$ cat config.mk
export PLATFORM = sky130hd
export DESIGN_NAME = ctu_top
export DESIGN_NICKNAME = d
export VERILOG_FILES = /design/src/logic/ctu_pkg.sv /design/src/logic/ctu_act.sv /design/src/logic/ctu_sync.sv /design/src/logic/ctu_top.sv
export SDC_FILE = /design/constraint.sdc
export NUM_CORES = 2
export LEC_CHECK = 0
export BUFFER_PORTS_ARGS = -buffer_cell sky130_fd_sc_hd__buf_4
export CAP_MARGIN = 10
export CORE_ASPECT_RATIO = 1.5
export CORE_MARGIN = 8
export CORE_UTILIZATION = 25
export DETAILED_ROUTE_END_ITERATION = 6
export SETUP_SLACK_MARGIN = 0.5
export SLEW_MARGIN = 20
export SYNTH_ARGS = -nofsm -noshare
export SYNTH_HDL_FRONTEND = slang
export SYNTH_HIERARCHICAL = 1
export SYNTH_SLANG_ARGS = --single-unit
export TNS_END_PERCENT = 100
$ cat constraint.sdc
create_clock -name ref_clk -period 11.1 [get_ports ref_clk]
set_input_delay 2.775 -clock ref_clk [delete_from_list [all_inputs] [get_ports ref_clk]]
set_output_delay 2.775 -clock ref_clk [all_outputs]
set_load 0.01 [all_outputs]
$ cat src/logic/ctu_pkg.sv
// Shared types and constants of the counter and timer unit
package ctu_pkg;

  // ******************************************************
  // Widths and defaults
  // ******************************************************
  localparam int SEL_W       = 4;
  localparam int SRC_MAX     = 16;
  localparam int IDX_W       = 4;
  localparam int DATA_W      = 32;
  localparam int DEF_NUM_CNT = 4;
  localparam int DEF_NUM_TMR = 4;
  localparam int DEF_NUM_EXT = 4;

  // ******************************************************
  // Timing
  // ******************************************************
  localparam int CLK_PERIOD_NS = 10;
  localparam int US_NS         = 1000;
  localparam int US_CYCLES     = (US_NS + CLK_PERIOD_NS - 1) / CLK_PERIOD_NS;
  localparam int US_DIV_W      = $clog2(US_CYCLES);
  localparam logic [US_DIV_W-1:0] US_LAST = US_DIV_W'(US_CYCLES - 1);

  // ******************************************************
  // Encodings
  // ******************************************************
  localparam logic [SEL_W-1:0] SRC_OFF = 4'h0;

  typedef enum logic [2:0] {
    ACT_RISE = 3'h0,
    ACT_FALL = 3'h1,
    ACT_ANY  = 3'h2,
    ACT_HIGH = 3'h3,
    ACT_LOW  = 3'h4
  } ctu_act_e;

  typedef enum logic [3:0] {
    FLD_INC_SRC    = 4'h0,
    FLD_INC_EDGE   = 4'h1,
    FLD_CLR_SRC    = 4'h2,
    FLD_CLR_EDGE   = 4'h3,
    FLD_START_SRC  = 4'h4,
    FLD_START_EDGE = 4'h5,
    FLD_TERMINAL   = 4'h6,
    FLD_VALUE      = 4'h7,
    FLD_DELAY      = 4'h8,
    FLD_PULSE      = 4'h9
  } ctu_fld_e;

  typedef enum logic [3:0] {
    CST_IDLE   = 4'h1,
    CST_WAIT   = 4'h2,
    CST_ACTIVE = 4'h4,
    CST_DONE   = 4'h8
  } ctu_cst_e;

  typedef enum logic [4:0] {
    TST_IDLE   = 5'h01,
    TST_WAIT   = 5'h02,
    TST_DELAY  = 5'h04,
    TST_ACTIVE = 5'h08,
    TST_DONE   = 5'h10
  } ctu_tst_e;

  // ******************************************************
  // Carriers
  // ******************************************************
  typedef struct packed {
    logic [SEL_W-1:0]  incSrc;
    ctu_act_e          incEdge;
    logic [SEL_W-1:0]  clrSrc;
    ctu_act_e          clrEdge;
    logic [SEL_W-1:0]  startSrc;
    ctu_act_e          startEdge;
    logic [DATA_W-1:0] terminal;
  } ctu_ccfg_t;

  typedef struct packed {
    ctu_ccfg_t         cfg;
    logic [DATA_W-1:0] count;
    logic [DATA_W-1:0] captured;
    ctu_cst_e          state;
    logic              done;
  } ctu_cnt_t;

  typedef struct packed {
    logic [SEL_W-1:0]  startSrc;
    ctu_act_e          startEdge;
    logic [DATA_W-1:0] delayUs;
    logic [DATA_W-1:0] pulseUs;
  } ctu_tcfg_t;

  typedef struct packed {
    ctu_tcfg_t         cfg;
    logic [DATA_W-1:0] elapsedUs;
    ctu_tst_e          state;
  } ctu_tmr_t;

  typedef struct packed {
    logic              en;
    ctu_fld_e          field;
    logic [DATA_W-1:0] data;
  } ctu_wr_t;

  localparam ctu_ccfg_t CCFG_RST = '{SRC_OFF, ACT_RISE, SRC_OFF, ACT_RISE, SRC_OFF, ACT_RISE, 32'h0};
  localparam ctu_tcfg_t TCFG_RST = '{SRC_OFF, ACT_RISE, 32'h0, 32'h0};

endpackage

$ cat src/logic/ctu_act.sv
// Activation qualifier: picks one source and applies the edge or level mode
`timescale 1ns/1ns
module ctu_act (
  input  wire logic [ctu_pkg::SRC_MAX-1:0] srcNow,
  input  wire logic [ctu_pkg::SRC_MAX-1:0] srcPrev,
  input  wire logic [ctu_pkg::SEL_W-1:0]   sel,
  input  wire ctu_pkg::ctu_act_e           mode,
  output logic                             hit
);
  import ctu_pkg::*;

  logic now;
  logic prev;

  assign now  = srcNow[sel];
  assign prev = srcPrev[sel];

  // Source zero is a constant low and low mode is masked off it, so an unselected source never hits
  always_comb begin
    case (mode)
      ACT_RISE: hit = now & ~prev;
      ACT_FALL: hit = ~now & prev;
      ACT_ANY:  hit = now ^ prev;
      ACT_HIGH: hit = now;
      ACT_LOW:  hit = ~now & (sel != SRC_OFF);
      default:  hit = 1'b0;
    endcase
  end
endmodule

$ cat src/logic/ctu_sync.sv
// Two-stage synchroniser for a vector of asynchronous inputs
`timescale 1ns/1ns
module ctu_sync #(
  parameter int W = 1
) (
  input  wire logic         ref_clk,
  input  wire logic         sys_rst,
  input  wire logic [W-1:0] d,
  output logic      [W-1:0] q
);
  typedef struct packed {
    logic [W-1:0] meta;
    logic [W-1:0] stable;
  } ctu_sync_t;

  ctu_sync_t cur;
  ctu_sync_t nxt;

  always_comb begin
    nxt.meta   = d;
    nxt.stable = cur.meta;
    if (sys_rst) begin
      nxt = '0;
    end
  end

  always_ff @(posedge ref_clk) begin
    cur <= nxt;
  end

  assign q = cur.stable;
endmodule

$ cat src/logic/ctu_top.sv
// Bank of selectable event counters and microsecond pulse timers
//
// Operation
// - Counter index picks which counter every setting access touches.
// - A counter increments on its chosen event source.
// - The event source is qualified by edge or level mode.
// - A counter clears when its chosen clear source activates.
// - The clear source has its own activation mode.
// - Software clear command zeroes the chosen counter and sets it running.
// - Present count is readable and loadable by software.
// - Every counter clear captures the count held just before it.
// - Counter raises a done event after its terminal number of events.
// - Chosen counter's state is readable as an enumerated status.
// - A counter with a start source set waits until that source activates or a software clear starts it.
// - Counter start has an activation mode independent of the others.
// - Timer index picks which timer every setting access touches.
// - Timer pulse lasts its programmed length in microseconds.
// - Timer waits its programmed delay in microseconds before the pulse.
// - Software clear command zeroes the chosen timer and starts it.
// - Elapsed microseconds are readable and loadable by software.
// - Chosen timer's state is readable as an enumerated status.
// - A timer starts on its chosen trigger source.
// - Timer trigger is qualified by an activation mode.
`timescale 1ns/1ns
module ctu_top #(
  parameter int NUM_CNT = ctu_pkg::DEF_NUM_CNT,
  parameter int NUM_TMR = ctu_pkg::DEF_NUM_TMR,
  parameter int NUM_EXT = ctu_pkg::DEF_NUM_EXT
) (
  input  wire logic                      ref_clk,
  input  wire logic                      sys_rst,
  input  wire logic [NUM_EXT-1:0]        extSrc,
  input  wire logic [ctu_pkg::IDX_W-1:0] cntIndex,
  input  wire ctu_pkg::ctu_wr_t          cntWr,
  input  wire logic                      cntSwClearCmd,
  output ctu_pkg::ctu_cnt_t              cntRd,
  output logic [NUM_CNT-1:0]             cntDoneEvent,
  input  wire logic [ctu_pkg::IDX_W-1:0] tmrIndex,
  input  wire ctu_pkg::ctu_wr_t          tmrWr,
  input  wire logic                      tmrSwClearCmd,
  output ctu_pkg::ctu_tmr_t              tmrRd,
  output logic [NUM_TMR-1:0]             tmrPulse
);
  import ctu_pkg::*;

  // ******************************************************
  // Parameter checks
  // ******************************************************
  generate
    if (NUM_CNT < 1 || NUM_TMR < 1 || NUM_EXT < 1) begin : gBadCount
      $error("ctu_top needs at least one counter, timer and input");
    end
    if (NUM_EXT + NUM_CNT + NUM_TMR + 1 > SRC_MAX) begin : gBadSrc
      $error("ctu_top has more sources than the selector can address");
    end
    if (NUM_CNT > 2 ** IDX_W || NUM_TMR > 2 ** IDX_W) begin : gBadIdx
      $error("ctu_top has more instances than the index can address");
    end
  endgenerate

  localparam logic [IDX_W-1:0] CNT_LAST = IDX_W'(NUM_CNT - 1);
  localparam logic [IDX_W-1:0] TMR_LAST = IDX_W'(NUM_TMR - 1);

  // ******************************************************
  // State
  // ******************************************************
  typedef struct packed {
    ctu_cnt_t [NUM_CNT-1:0] cnt;
    ctu_tmr_t [NUM_TMR-1:0] tmr;
    logic [SRC_MAX-1:0]     prev;
    logic [US_DIV_W-1:0]    usDiv;
    logic                   usTick;
    ctu_cnt_t               cntRd;
    ctu_tmr_t               tmrRd;
  } ctu_core_t;

  ctu_core_t cur;
  ctu_core_t nxt;

  logic [NUM_EXT-1:0] extSync;
  logic [SRC_MAX-1:0] srcNow;
  logic [NUM_CNT-1:0] cntDone;
  logic [NUM_TMR-1:0] tmrAct;
  logic [NUM_CNT-1:0] incHit;
  logic [NUM_CNT-1:0] clrHit;
  logic [NUM_CNT-1:0] startHit;
  logic [NUM_TMR-1:0] trigHit;

  // ******************************************************
  // Helpers
  // ******************************************************
  function automatic logic isSel(input logic [IDX_W-1:0] idx, input int unsigned n);
    return idx == IDX_W'(n);
  endfunction

  // Zero delay skips straight to the pulse, zero length skips the pulse
  function automatic ctu_tst_e launch(input ctu_tcfg_t cfg);
    if (cfg.delayUs != '0) begin
      return TST_DELAY;
    end
    if (cfg.pulseUs != '0) begin
      return TST_ACTIVE;
    end
    return TST_DONE;
  endfunction

  // ******************************************************
  // Sources and qualifiers
  // ******************************************************
  ctu_sync #(
    .W (NUM_EXT)
  ) uSync (
    .ref_clk (ref_clk),
    .sys_rst (sys_rst),
    .d       (extSrc),
    .q       (extSync)
  );

  // Bit zero is the off source; done events and pulses feed back as sources
  assign srcNow = SRC_MAX'({tmrAct, cntDone, extSync, 1'b0});

  generate
    for (genvar i = 0; i < NUM_CNT; i++) begin : gCnt
      assign cntDone[i] = cur.cnt[i].done;
      ctu_act uInc (
        .srcNow  (srcNow),
        .srcPrev (cur.prev),
        .sel     (cur.cnt[i].cfg.incSrc),
        .mode    (cur.cnt[i].cfg.incEdge),
        .hit     (incHit[i])
      );
      ctu_act uClr (
        .srcNow  (srcNow),
        .srcPrev (cur.prev),
        .sel     (cur.cnt[i].cfg.clrSrc),
        .mode    (cur.cnt[i].cfg.clrEdge),
        .hit     (clrHit[i])
      );
      ctu_act uStart (
        .srcNow  (srcNow),
        .srcPrev (cur.prev),
        .sel     (cur.cnt[i].cfg.startSrc),
        .mode    (cur.cnt[i].cfg.startEdge),
        .hit     (startHit[i])
      );
    end
    for (genvar j = 0; j < NUM_TMR; j++) begin : gTmr
      assign tmrAct[j] = cur.tmr[j].state == TST_ACTIVE;
      ctu_act uTrig (
        .srcNow  (srcNow),
        .srcPrev (cur.prev),
        .sel     (cur.tmr[j].cfg.startSrc),
        .mode    (cur.tmr[j].cfg.startEdge),
        .hit     (trigHit[j])
      );
    end
  endgenerate

  // ******************************************************
  // Next state
  // ******************************************************
  always_comb begin
    ctu_cnt_t          c;
    ctu_tmr_t          t;
    logic [DATA_W:0]   endUs;
    c     = '0;
    t     = '0;
    endUs = '0;
    nxt   = cur;
    nxt.prev = srcNow;

    if (cur.usDiv == US_LAST) begin
      nxt.usDiv  = '0;
      nxt.usTick = 1'b1;
    end else begin
      nxt.usDiv  = cur.usDiv + 1'b1;
      nxt.usTick = 1'b0;
    end

    for (int i = 0; i < NUM_CNT; i++) begin
      c      = cur.cnt[i];
      c.done = 1'b0;
      if (c.state == CST_WAIT && startHit[i]) begin
        c.state = CST_ACTIVE;
      end
      // count while active; a clear or a load in the same clock wins
      if (c.state == CST_ACTIVE && incHit[i] && !clrHit[i] &&
          !(isSel(cntIndex, i) && (cntSwClearCmd || (cntWr.en && cntWr.field == FLD_VALUE)))) begin
        c.count = c.count + 1'b1;
        if (c.cfg.terminal != '0 && c.count == c.cfg.terminal) begin
          c.done  = 1'b1;
          c.state = CST_DONE;
        end
      end
      if (cntWr.en && isSel(cntIndex, i)) begin
        case (cntWr.field)
          FLD_INC_SRC: begin
            c.cfg.incSrc = cntWr.data[SEL_W-1:0];
          end
          FLD_INC_EDGE: begin
            c.cfg.incEdge = ctu_act_e'(cntWr.data[2:0]);
          end
          FLD_CLR_SRC: begin
            c.cfg.clrSrc = cntWr.data[SEL_W-1:0];
          end
          FLD_CLR_EDGE: begin
            c.cfg.clrEdge = ctu_act_e'(cntWr.data[2:0]);
          end
          FLD_START_SRC: begin
            c.cfg.startSrc = cntWr.data[SEL_W-1:0];
            if (c.state == CST_IDLE && cntWr.data[SEL_W-1:0] != SRC_OFF) begin
              c.state = CST_WAIT;
            end
          end
          FLD_START_EDGE: begin
            c.cfg.startEdge = ctu_act_e'(cntWr.data[2:0]);
          end
          FLD_TERMINAL: begin
            c.cfg.terminal = cntWr.data;
          end
          FLD_VALUE: begin
            c.count = cntWr.data;
          end
          default: begin
            c.count = c.count;
          end
        endcase
      end
      if (clrHit[i]) begin
        c.captured = cur.cnt[i].count;
        c.count    = '0;
        if (c.state == CST_DONE) begin
          c.state = (c.cfg.startSrc != SRC_OFF) ? CST_WAIT : CST_ACTIVE;
        end
      end
      if (cntSwClearCmd && isSel(cntIndex, i)) begin
        c.captured = cur.cnt[i].count;
        c.count    = '0;
        c.state    = CST_ACTIVE;
      end
      nxt.cnt[i] = c;
    end

    for (int j = 0; j < NUM_TMR; j++) begin
      t     = cur.tmr[j];
      endUs = {1'b0, t.cfg.delayUs} + {1'b0, t.cfg.pulseUs};
      if (cur.usTick) begin
        case (t.state)
          TST_DELAY: begin
            t.elapsedUs = t.elapsedUs + 1'b1;
            if (t.elapsedUs >= t.cfg.delayUs) begin
              t.state = (t.cfg.pulseUs != '0) ? TST_ACTIVE : TST_DONE;
            end
          end
          TST_ACTIVE: begin
            t.elapsedUs = t.elapsedUs + 1'b1;
            if ({1'b0, t.elapsedUs} >= endUs) begin
              t.state = TST_DONE;
            end
          end
          default: begin
            t.elapsedUs = t.elapsedUs;
          end
        endcase
      end
      if ((t.state == TST_WAIT || t.state == TST_DONE) && trigHit[j]) begin
        t.elapsedUs = '0;
        t.state     = launch(t.cfg);
      end
      if (tmrWr.en && isSel(tmrIndex, j)) begin
        case (tmrWr.field)
          FLD_START_SRC: begin
            t.cfg.startSrc = tmrWr.data[SEL_W-1:0];
            if (t.state == TST_IDLE && tmrWr.data[SEL_W-1:0] != SRC_OFF) begin
              t.state = TST_WAIT;
            end
          end
          FLD_START_EDGE: begin
            t.cfg.startEdge = ctu_act_e'(tmrWr.data[2:0]);
          end
          FLD_DELAY: begin
            t.cfg.delayUs = tmrWr.data;
          end
          FLD_PULSE: begin
            t.cfg.pulseUs = tmrWr.data;
          end
          FLD_VALUE: begin
            t.elapsedUs = tmrWr.data;
          end
          default: begin
            t.elapsedUs = t.elapsedUs;
          end
        endcase
      end
      if (tmrSwClearCmd && isSel(tmrIndex, j)) begin
        t.elapsedUs = '0;
        t.state     = launch(t.cfg);
      end
      nxt.tmr[j] = t;
    end

    nxt.cntRd = (cntIndex <= CNT_LAST) ? cur.cnt[cntIndex] : '0;
    nxt.tmrRd = (tmrIndex <= TMR_LAST) ? cur.tmr[tmrIndex] : '0;

    if (sys_rst) begin
      nxt = '0;
      for (int i = 0; i < NUM_CNT; i++) begin
        nxt.cnt[i].cfg   = CCFG_RST;
        nxt.cnt[i].state = CST_IDLE;
      end
      for (int j = 0; j < NUM_TMR; j++) begin
        nxt.tmr[j].cfg   = TCFG_RST;
        nxt.tmr[j].state = TST_IDLE;
      end
    end
  end

  always_ff @(posedge ref_clk) begin
    cur <= nxt;
  end

  // ******************************************************
  // Outputs
  // ******************************************************
  // Readback lags the index by one clock; software must allow for that
  assign cntRd        = cur.cntRd;
  assign tmrRd        = cur.tmrRd;
  assign cntDoneEvent = cntDone;
  assign tmrPulse     = tmrAct;
endmodule
Yosys cells after proc, flatten, opt, wreduce, memory -nomap -nowiden
Index checks and enable logic that the tools add are counted.

Order comparisons: 28. Add/sub/neg operators: 13. Bitwise operators: 102. Reduce and logical (&&, ||, !) cells: 186. Eq/ne operators: 123. Mux-type cells: 277.

Operators with widths (count): 32-bit 2-to-1 mux (28); 32-bit nonzero test (20); 101-bit 2-to-1 mux (4); 5-bit 2-to-1 mux (64); 37-bit 2-to-1 mux (8); 36-bit 2-to-1 mux (8); 71-bit 2-to-1 mux (4); 32-bit by 1-bit adder with 32-bit output (second input constant) (8); 122-bit binary-select mux with 2-bit select (1); 108-bit binary-select mux with 2-bit select (1); 32-bit by 32-bit adder with 33-bit output (4); 32-bit by 33-bit greater-or-equal comparator with 1-bit output (4); 1-bit binary-select mux with 4-bit select (32); 32-bit == test (4); 32-bit greater-or-equal comparator (4); 122-bit 2-to-1 mux (1); 108-bit 2-to-1 mux (1); 3-bit by 2-bit == test with 1-bit output (second input constant) (32); 4-bit 2-to-1 mux (24); 4-bit nonzero test (22); 4-bit by 5-bit < comparator with 1-bit output (second input constant) (16); 1-bit case mux with 5 select lines (16); 1-bit 2-to-1 mux (73); 2-bit AND reduction (32); other kinds (28) (318).

Word-level logic and storage cells: 824. Register bits: 1182. Input bits: 90. Output and inout port bits: 238.

Longest topological paths before layout
Depth in word-level cells: 27. Gate-level depth with buffers: 24. Depth with buffers taken out: 23.

Modules after synthesis
The synthesis kept the hierarchy.

By module, submodules not included: ctu_top (cells an instance 8525, seq. area each 23422.5 um^2, area each 70361.2 um^2, instances 1); ctu_act (cells an instance 29, seq. area each 0.0 um^2, area each 341.6 um^2, instances 16); ctu_sync (cells an instance 20, seq. area each 160.2 um^2, area each 240.2 um^2, instances 1).

Least setup slack after synthesis
No wires, ideal clock.

Kind: reg-to-reg. From: register cur[579] (netlist bit). To: register cur[812] (netlist bit). Clock period less this slack: 5.555 ns. Path buffers: 0. Setup time: 0.103 ns. Data required time: 10.997 ns. Arrival: 5.451 ns. Path slack: 5.545 ns. Stages on the path, launching flop included: 20. Cells stage by stage: dfxtp_1 > or3_1 > nor3b_1 > mux4_1 > o22ai_1 > nor2_1 > ha_1 > inv_1 > mux2i_1 > o32a_1 > o32ai_1 > nand3b_1 > a2111oi_4 > nand3_1 > nor4_1 > o2111ai_1 > a2111oi_2 > nand4_1 > or4_4 > a2111oi_2.

Cells in the longest elaborated chain, start to end: 21. Elaborated cells between the ends (all ways): 42. Classes of those cells: eq/ne (4); mux (17); bitwise (15); reduce/logical (6).

RTL lines: start, declared (line ctu_top.sv:77) `ctu_core_t cur;`; start signal, assigned (line ctu_top.sv:319) `cur <= nxt;`; 5-bit by 4-bit == test with 1-bit output (*) (line ctu_top.sv:148) `assign tmrAct[j] = cur.tmr[j].state == TST_ACTIVE;`; via tmrPulse[3] (line ctu_top.sv:42) `output logic [NUM_TMR-1:0] tmrPulse`; 1-bit binary-select mux with 4-bit select (*) (line ctu_act.sv:15) `assign now = srcNow[sel];`; 1-bit 2-to-1 mux (not written as such) (*) (line ctu_act.sv:15); 1-bit NOT (line ctu_act.sv:22, ctu_act.sv:25); 1-bit AND, on equally long branches (line ctu_act.sv:25, ctu_act.sv:22); 1-bit case mux with 5 select lines (*) (line ctu_act.sv:20) `case (mode)`; via startHit[1] (line ctu_top.sv:86) `logic [NUM_CNT-1:0] startHit;`; [7 not listed]; 4-bit by 1-bit == test with 1-bit output (line ctu_top.sv:211) `if (c.state == CST_IDLE && cntWr.data[SEL_W-1:0] != SRC_OFF) begin`; 1-bit logical AND (line ctu_top.sv:211); 4-bit 2-to-1 mux (line ctu_top.sv:211); 4-bit 2-to-1 mux (line ctu_top.sv:196) `case (cntWr.field)`; 4-bit 2-to-1 mux (*) (line ctu_top.sv:195) `if (cntWr.en && isSel(cntIndex, i)) begin`; 4-bit == test (line ctu_top.sv:232) `if (c.state == CST_DONE) begin`; 4-bit 2-to-1 mux (line ctu_top.sv:232); 36-bit 2-to-1 mux (*) (line ctu_top.sv:229) `if (clrHit[i]) begin`.

The timed path passes the listed nets; every way through them passes the cells marked *. The select of a mux whose other input is x is not followed. A chain may end at the register's enable or synchronous reset.

Worst setup path in the final report
From: register cur[659] (netlist bit). To: register cur[593] (netlist bit).

Cells in the longest elaborated chain, start to end: 11. Elaborated cells between the ends (all ways): 14. Classes of those cells: add/sub (1); order compare (2); eq/ne (2); mux (7); reduce/logical (2).

RTL lines: 32-bit by 32-bit adder with 33-bit output (line ctu_top.sv:246) `endUs = {1'b0, t.cfg.delayUs} + {1'b0, t.cfg.pulseUs};`; 32-bit by 33-bit greater-or-equal comparator with 1-bit output (line ctu_top.sv:257) `if ({1'b0, t.elapsedUs} >= endUs) begin`; 5-bit 2-to-1 mux (line ctu_top.sv:257); 5-bit case mux with 2 select lines (*) (line ctu_top.sv:248) `case (t.state)`; 37-bit 2-to-1 mux (*) (line ctu_top.sv:247) `if (cur.usTick) begin`; 5-bit by 2-bit == test with 1-bit output / 5-bit == test (equally long branches) (line ctu_top.sv:266) `if ((t.state == TST_WAIT || t.state == TST_DONE) && trigHit[j]) begin`; 1-bit logical OR (*) (line ctu_top.sv:266); 1-bit logical AND (*) (line ctu_top.sv:266); 37-bit 2-to-1 mux (*) (line ctu_top.sv:266); 32-bit 2-to-1 mux (line ctu_top.sv:271) `case (tmrWr.field)`; 101-bit 2-to-1 mux (*) (line ctu_top.sv:270) `if (tmrWr.en && isSel(tmrIndex, j)) begin`.

Mark *: on every way between the ends. The rest lies on a longest branch, timed or not.

==> results.py <==
metrics = {
    "outcome": {
        "status": "finished with violations",
        "failed_checks": "DRC",
    },
    "synthesis": {
        "async_flop_share_pct": 0,
        "synth_area_um2": 76100,
        "avgSynthCellArea_um2": 8.44,
        "ys_seq_area_share_pct": 31.0,
        "ys_ff_latch": 1178,
        "yosysUniqueCellTypes": 106,
        "synth_edf_count": 0,
        "synthFlopType": "dfxtp_1",
        "yosysWarnings": 6,
        "synth_cells": 9009,
    },
    "clock_network": {
        "post_cts_resized": 0,
        "clockBufferDepth": 3,
        "clockRootBuffer": "clkbuf_16",
        "clkLatencyLatePin_ns": 0.84,
        "cts.reportedPaths.clkPinSlew_ns": 0.06,
        "numClockSinks": 1178,
        "post_cts_buffers": 0,
        "cts_hold_buffers": 0,
        "cts_buffers": 138,
        "cts_tree": "built",
        "htreeDepth": 4,
    },
    "cells_and_area": {
        "nNetsFinal": 9384,
        "area_growth_pct": 12.5,
        "design_area_um2": 85500,
        "layout-drive-gt1-share_pct": 12.6,
        "finalNonFillerCells": 13000,
    },
    "setup_path": {
        "reg2reg_to": "cur[593]$_SDFF_PP0_",
        "cp.arrival_ns": 7.97,
        "critPathLaunchType": "flop",
        "reg2reg_depth": 23,
        "crit_type": "reg -> reg",
        "cp.required_ns": 11.78,
        "r2r-start": "cur[659]$_SDFF_PP0_",
        "r2r_slack_ns": 3.81,
        "cp_max_fo": 32,
        "worstSetupEndpointType": "flop",
    },
    "placed_design": {
        "gp_congestion": 1.07,
        "placed_cell_area_um2": 80700,
        "dp.final_hpwl_um": 242000,
        "portBuffers": 327,
        "dp.cells": 12700,
    },
    "global_routing": {
        "gr-total-overflow": 0,
        "grt_pass1_wl_um": 458000,
        "antenna_found_initial": 25,
        "grt_pass1_vias": 66000,
        "grt_max_degree": 165,
        "grt_use_total_pct": 18.9,
    },
    "timing": {
        "rsz0062_at_grt": "false",
        "fmax_ghz": 0.137,
        "min_period_ns": 7.29,
        "tightest_slew_ns": 1.22,
        "setup_viol": 0,
        "slew_headroom_pct": 18.7,
        "hold_ws_ns": 0.446,
        "finalClockSkew_ns": 0.0407,
        "timing.setup.tns_ns": 0,
        "maxSlewViolCount": 0,
        "period_share_pct": 65.7,
        "timing_hold_violations_final": 0,
    },
    "pwr": {
        "p_per_area_nw_per_um2": 112,
        "power_w": 0.00961,
        "peakVddDrop_v": 0.000168,
        "p_leak_nw": 30.8,
    },
    "route": {
        "drc": 5,
        "vias": 68900,
        "dr.pass1.iters": 7,
        "final_antenna_net_count": 0,
        "drtIter0Drc": 7036,
        "avgRoutedWirePerCell_um": 24.7,
        "viasPerCell": 5.30,
        "wirelength_um": 321000,
    },
    "floorplan": {
        "std_cell_rows": 248,
        "die_h_um": 692,
        "ios": 328,
        "core_area_um2": 303000,
        "dieWidth_um": 466,
        "dieArea_um2": 323000,
        "start_util_pct": 25.1,
    },
    "run": {
        "maxCapViolCount": 0,
    },
    "worst_hold_path": {
        "hold_end": "cur[231]$_SDFF_PP0_",
        "min_from": "cur[231]$_SDFF_PP0_",
        "holdPathStages": 1,
        "hp-class": "reg -> reg",
    },
}
==> through the flow <==
step	setup WS (ns)	utilization, %
floorplan	5.55	-
global placement	4.06	26.6
detailed placement	4.08	26.6
CTS	4.06	28.2
global route	3.69	28.2
finish	3.81	28.2
==> worst max-delay path by stage <==
stage	startpoint	endpoint	slack [ns]	cells after the start
after global routing	cur[475]$_SDFF_PP0_	cur[477]$_SDFF_PP0_	3.69	21
after global placement	cur[293]$_SDFF_PP0_	cur[260]$_SDFF_PP0_	4.06	23
after CTS	cur[627]$_SDFF_PP0_	cur[584]$_SDFF_PP0_	4.06	23
after detailed placement	cur[627]$_SDFF_PP0_	cur[584]$_SDFF_PP0_	4.08	23
after floorplan	cur[579]$_SDFF_PP0_	cur[812]$_SDFF_PP0_	5.55	19
final	cur[659]$_SDFF_PP0_	cur[593]$_SDFF_PP0_	3.81	23
==> power breakdown <==
part	total, W	leakage (nW)	internal, W	switching (W)
sequential	0.00425	9.49	0.00424	0.0000143
clock	0.00487	2.32	0.00283	0.00204
combinational	0.000492	19.0	0.000137	0.000355
total	0.00961	30.8	0.00720	0.00241
==> layout make-up <==
| cell class | instances | area, µm² |
|---|---|---|
| clock buffers | 177 | 3820 |
| flip-flops and latches | 1178 | 23600 |
| repair buffers | 448 | 3420 |
| inverters | 250 | 938 |
| fillers | 32500 | 218000 |
| multi-input cells | 6865 | 47800 |
| clock inverters | 67 | 915 |
| diodes | 13 | 32.5 |
| well taps | 4000 | 5000 |
==> layer usage <==
metal  GRT usage [%]  vias to the layer above  wire length [µm]
li1                -                    31300                 -
met1            21.4                    33200            116000
met2            32.2                     3432            152000
met3            3.43                      969             25700
met4            13.2                        8             27500
met5               0                        -                53
==> layout by cell type (no fill, tap or decap), types with 17 or more instances in the layout <==
cell type  count
and4_1        24
nand2_1     1655
o21ai_0      271
a211oi_1     139
dfxtp_1     1178
nor4_1       157
or2_1         19
inv_1        250
or2_2         25
a31oi_1       47
nor3_1       132
nand3b_1      17
conb_1       128
mux4_2       325
o32ai_1       18
mux4_1        49
nor2_1       484
clkinv_2      26
o22ai_1       39
nor2b_1      286
a311oi_1      24
and3_1        83
o211ai_1      28
a21o_1        86
nand4_1      143
mux2i_1       87
xnor2_1      320
o21bai_1      27
or3_1         39
and2_1        28
a21oi_1      805
nand3_1      225
ha_1         409
buf_4        441
clkbuf_16    141
xor2_1       319
nand2b_1      80
clkbuf_1      20
o21a_1        28
==> sequential cells by signal, summed over array words and instances, names as in the netlist <==
signal,cells
cur,936
uSync/cur,4
tmrRd,108
cntRd,122
cntDoneEvent,4
uSync/q,4
==> worst max-delay path: stages (launching register included) <==
cell       delay (ns)
dfxtp_1          0.41
ha_1             0.31
a2111oi_0        0.83
o211ai_1         0.19
a21oi_1          0.25
o21ai_1          0.22
o31a_1           0.37
o21ai_1          0.34
o21a_1           0.26
o21ai_1          0.20
or4_1            0.42
and3_1           0.16
ha_1             0.27
nand3_1          0.13
nor2_1           0.20
nand4_1          0.13
o211ai_1         0.17
a21oi_1          0.06
a221oi_1         0.86
nor3b_1          0.47
a2111oi_1        0.15
o21ai_2          0.15
buf_4            0.37
o21ai_0          0.19
==> synth_stat cells (39+ instances only) <==
cell type | number | area, µm²
dfxtp_1 | 1178 | 23600
nor4_1 | 161 | 1010
nand2b_1 | 80 | 500
and3_1 | 84 | 526
xor2_1 | 319 | 2790
nor2b_1 | 286 | 1790
mux4_1 | 49 | 1290
nand3_1 | 227 | 1140
clkbuf_1 | 454 | 1700
a31oi_1 | 48 | 300
or3_1 | 41 | 257
buf_4 | 241 | 1810
o22ai_1 | 39 | 244
o21ai_0 | 276 | 1380
xnor2_1 | 320 | 2800
a21oi_1 | 809 | 4050
ha_1 | 409 | 5120
inv_1 | 250 | 938
nor3_1 | 136 | 681
a211oi_1 | 139 | 1040
mux2i_1 | 87 | 871
nand4_1 | 143 | 895
buf_1 | 44 | 165
nand2_1 | 1663 | 6240
a21o_1 | 86 | 646
nor2_1 | 497 | 1870
mux4_2 | 325 | 7320
==> kinds of logic after synthesis <==
kind of cell | Yosys count | share of synthesized area (%)
AND/OR/NAND/NOR | 3529 | 21.9
flip-flops | 1178 | 31.0
adder cells (fa/ha/maj) | 413 | 6.83
buffers and inverters | 1093 | 7.05
other | 1 | 0.00493
AO/OA/AOI/OAI | 1694 | 13.4
multiplexers | 462 | 12.5
XOR/XNOR | 639 | 7.36
No activity file was read; power rests on OpenSTA's default activity.
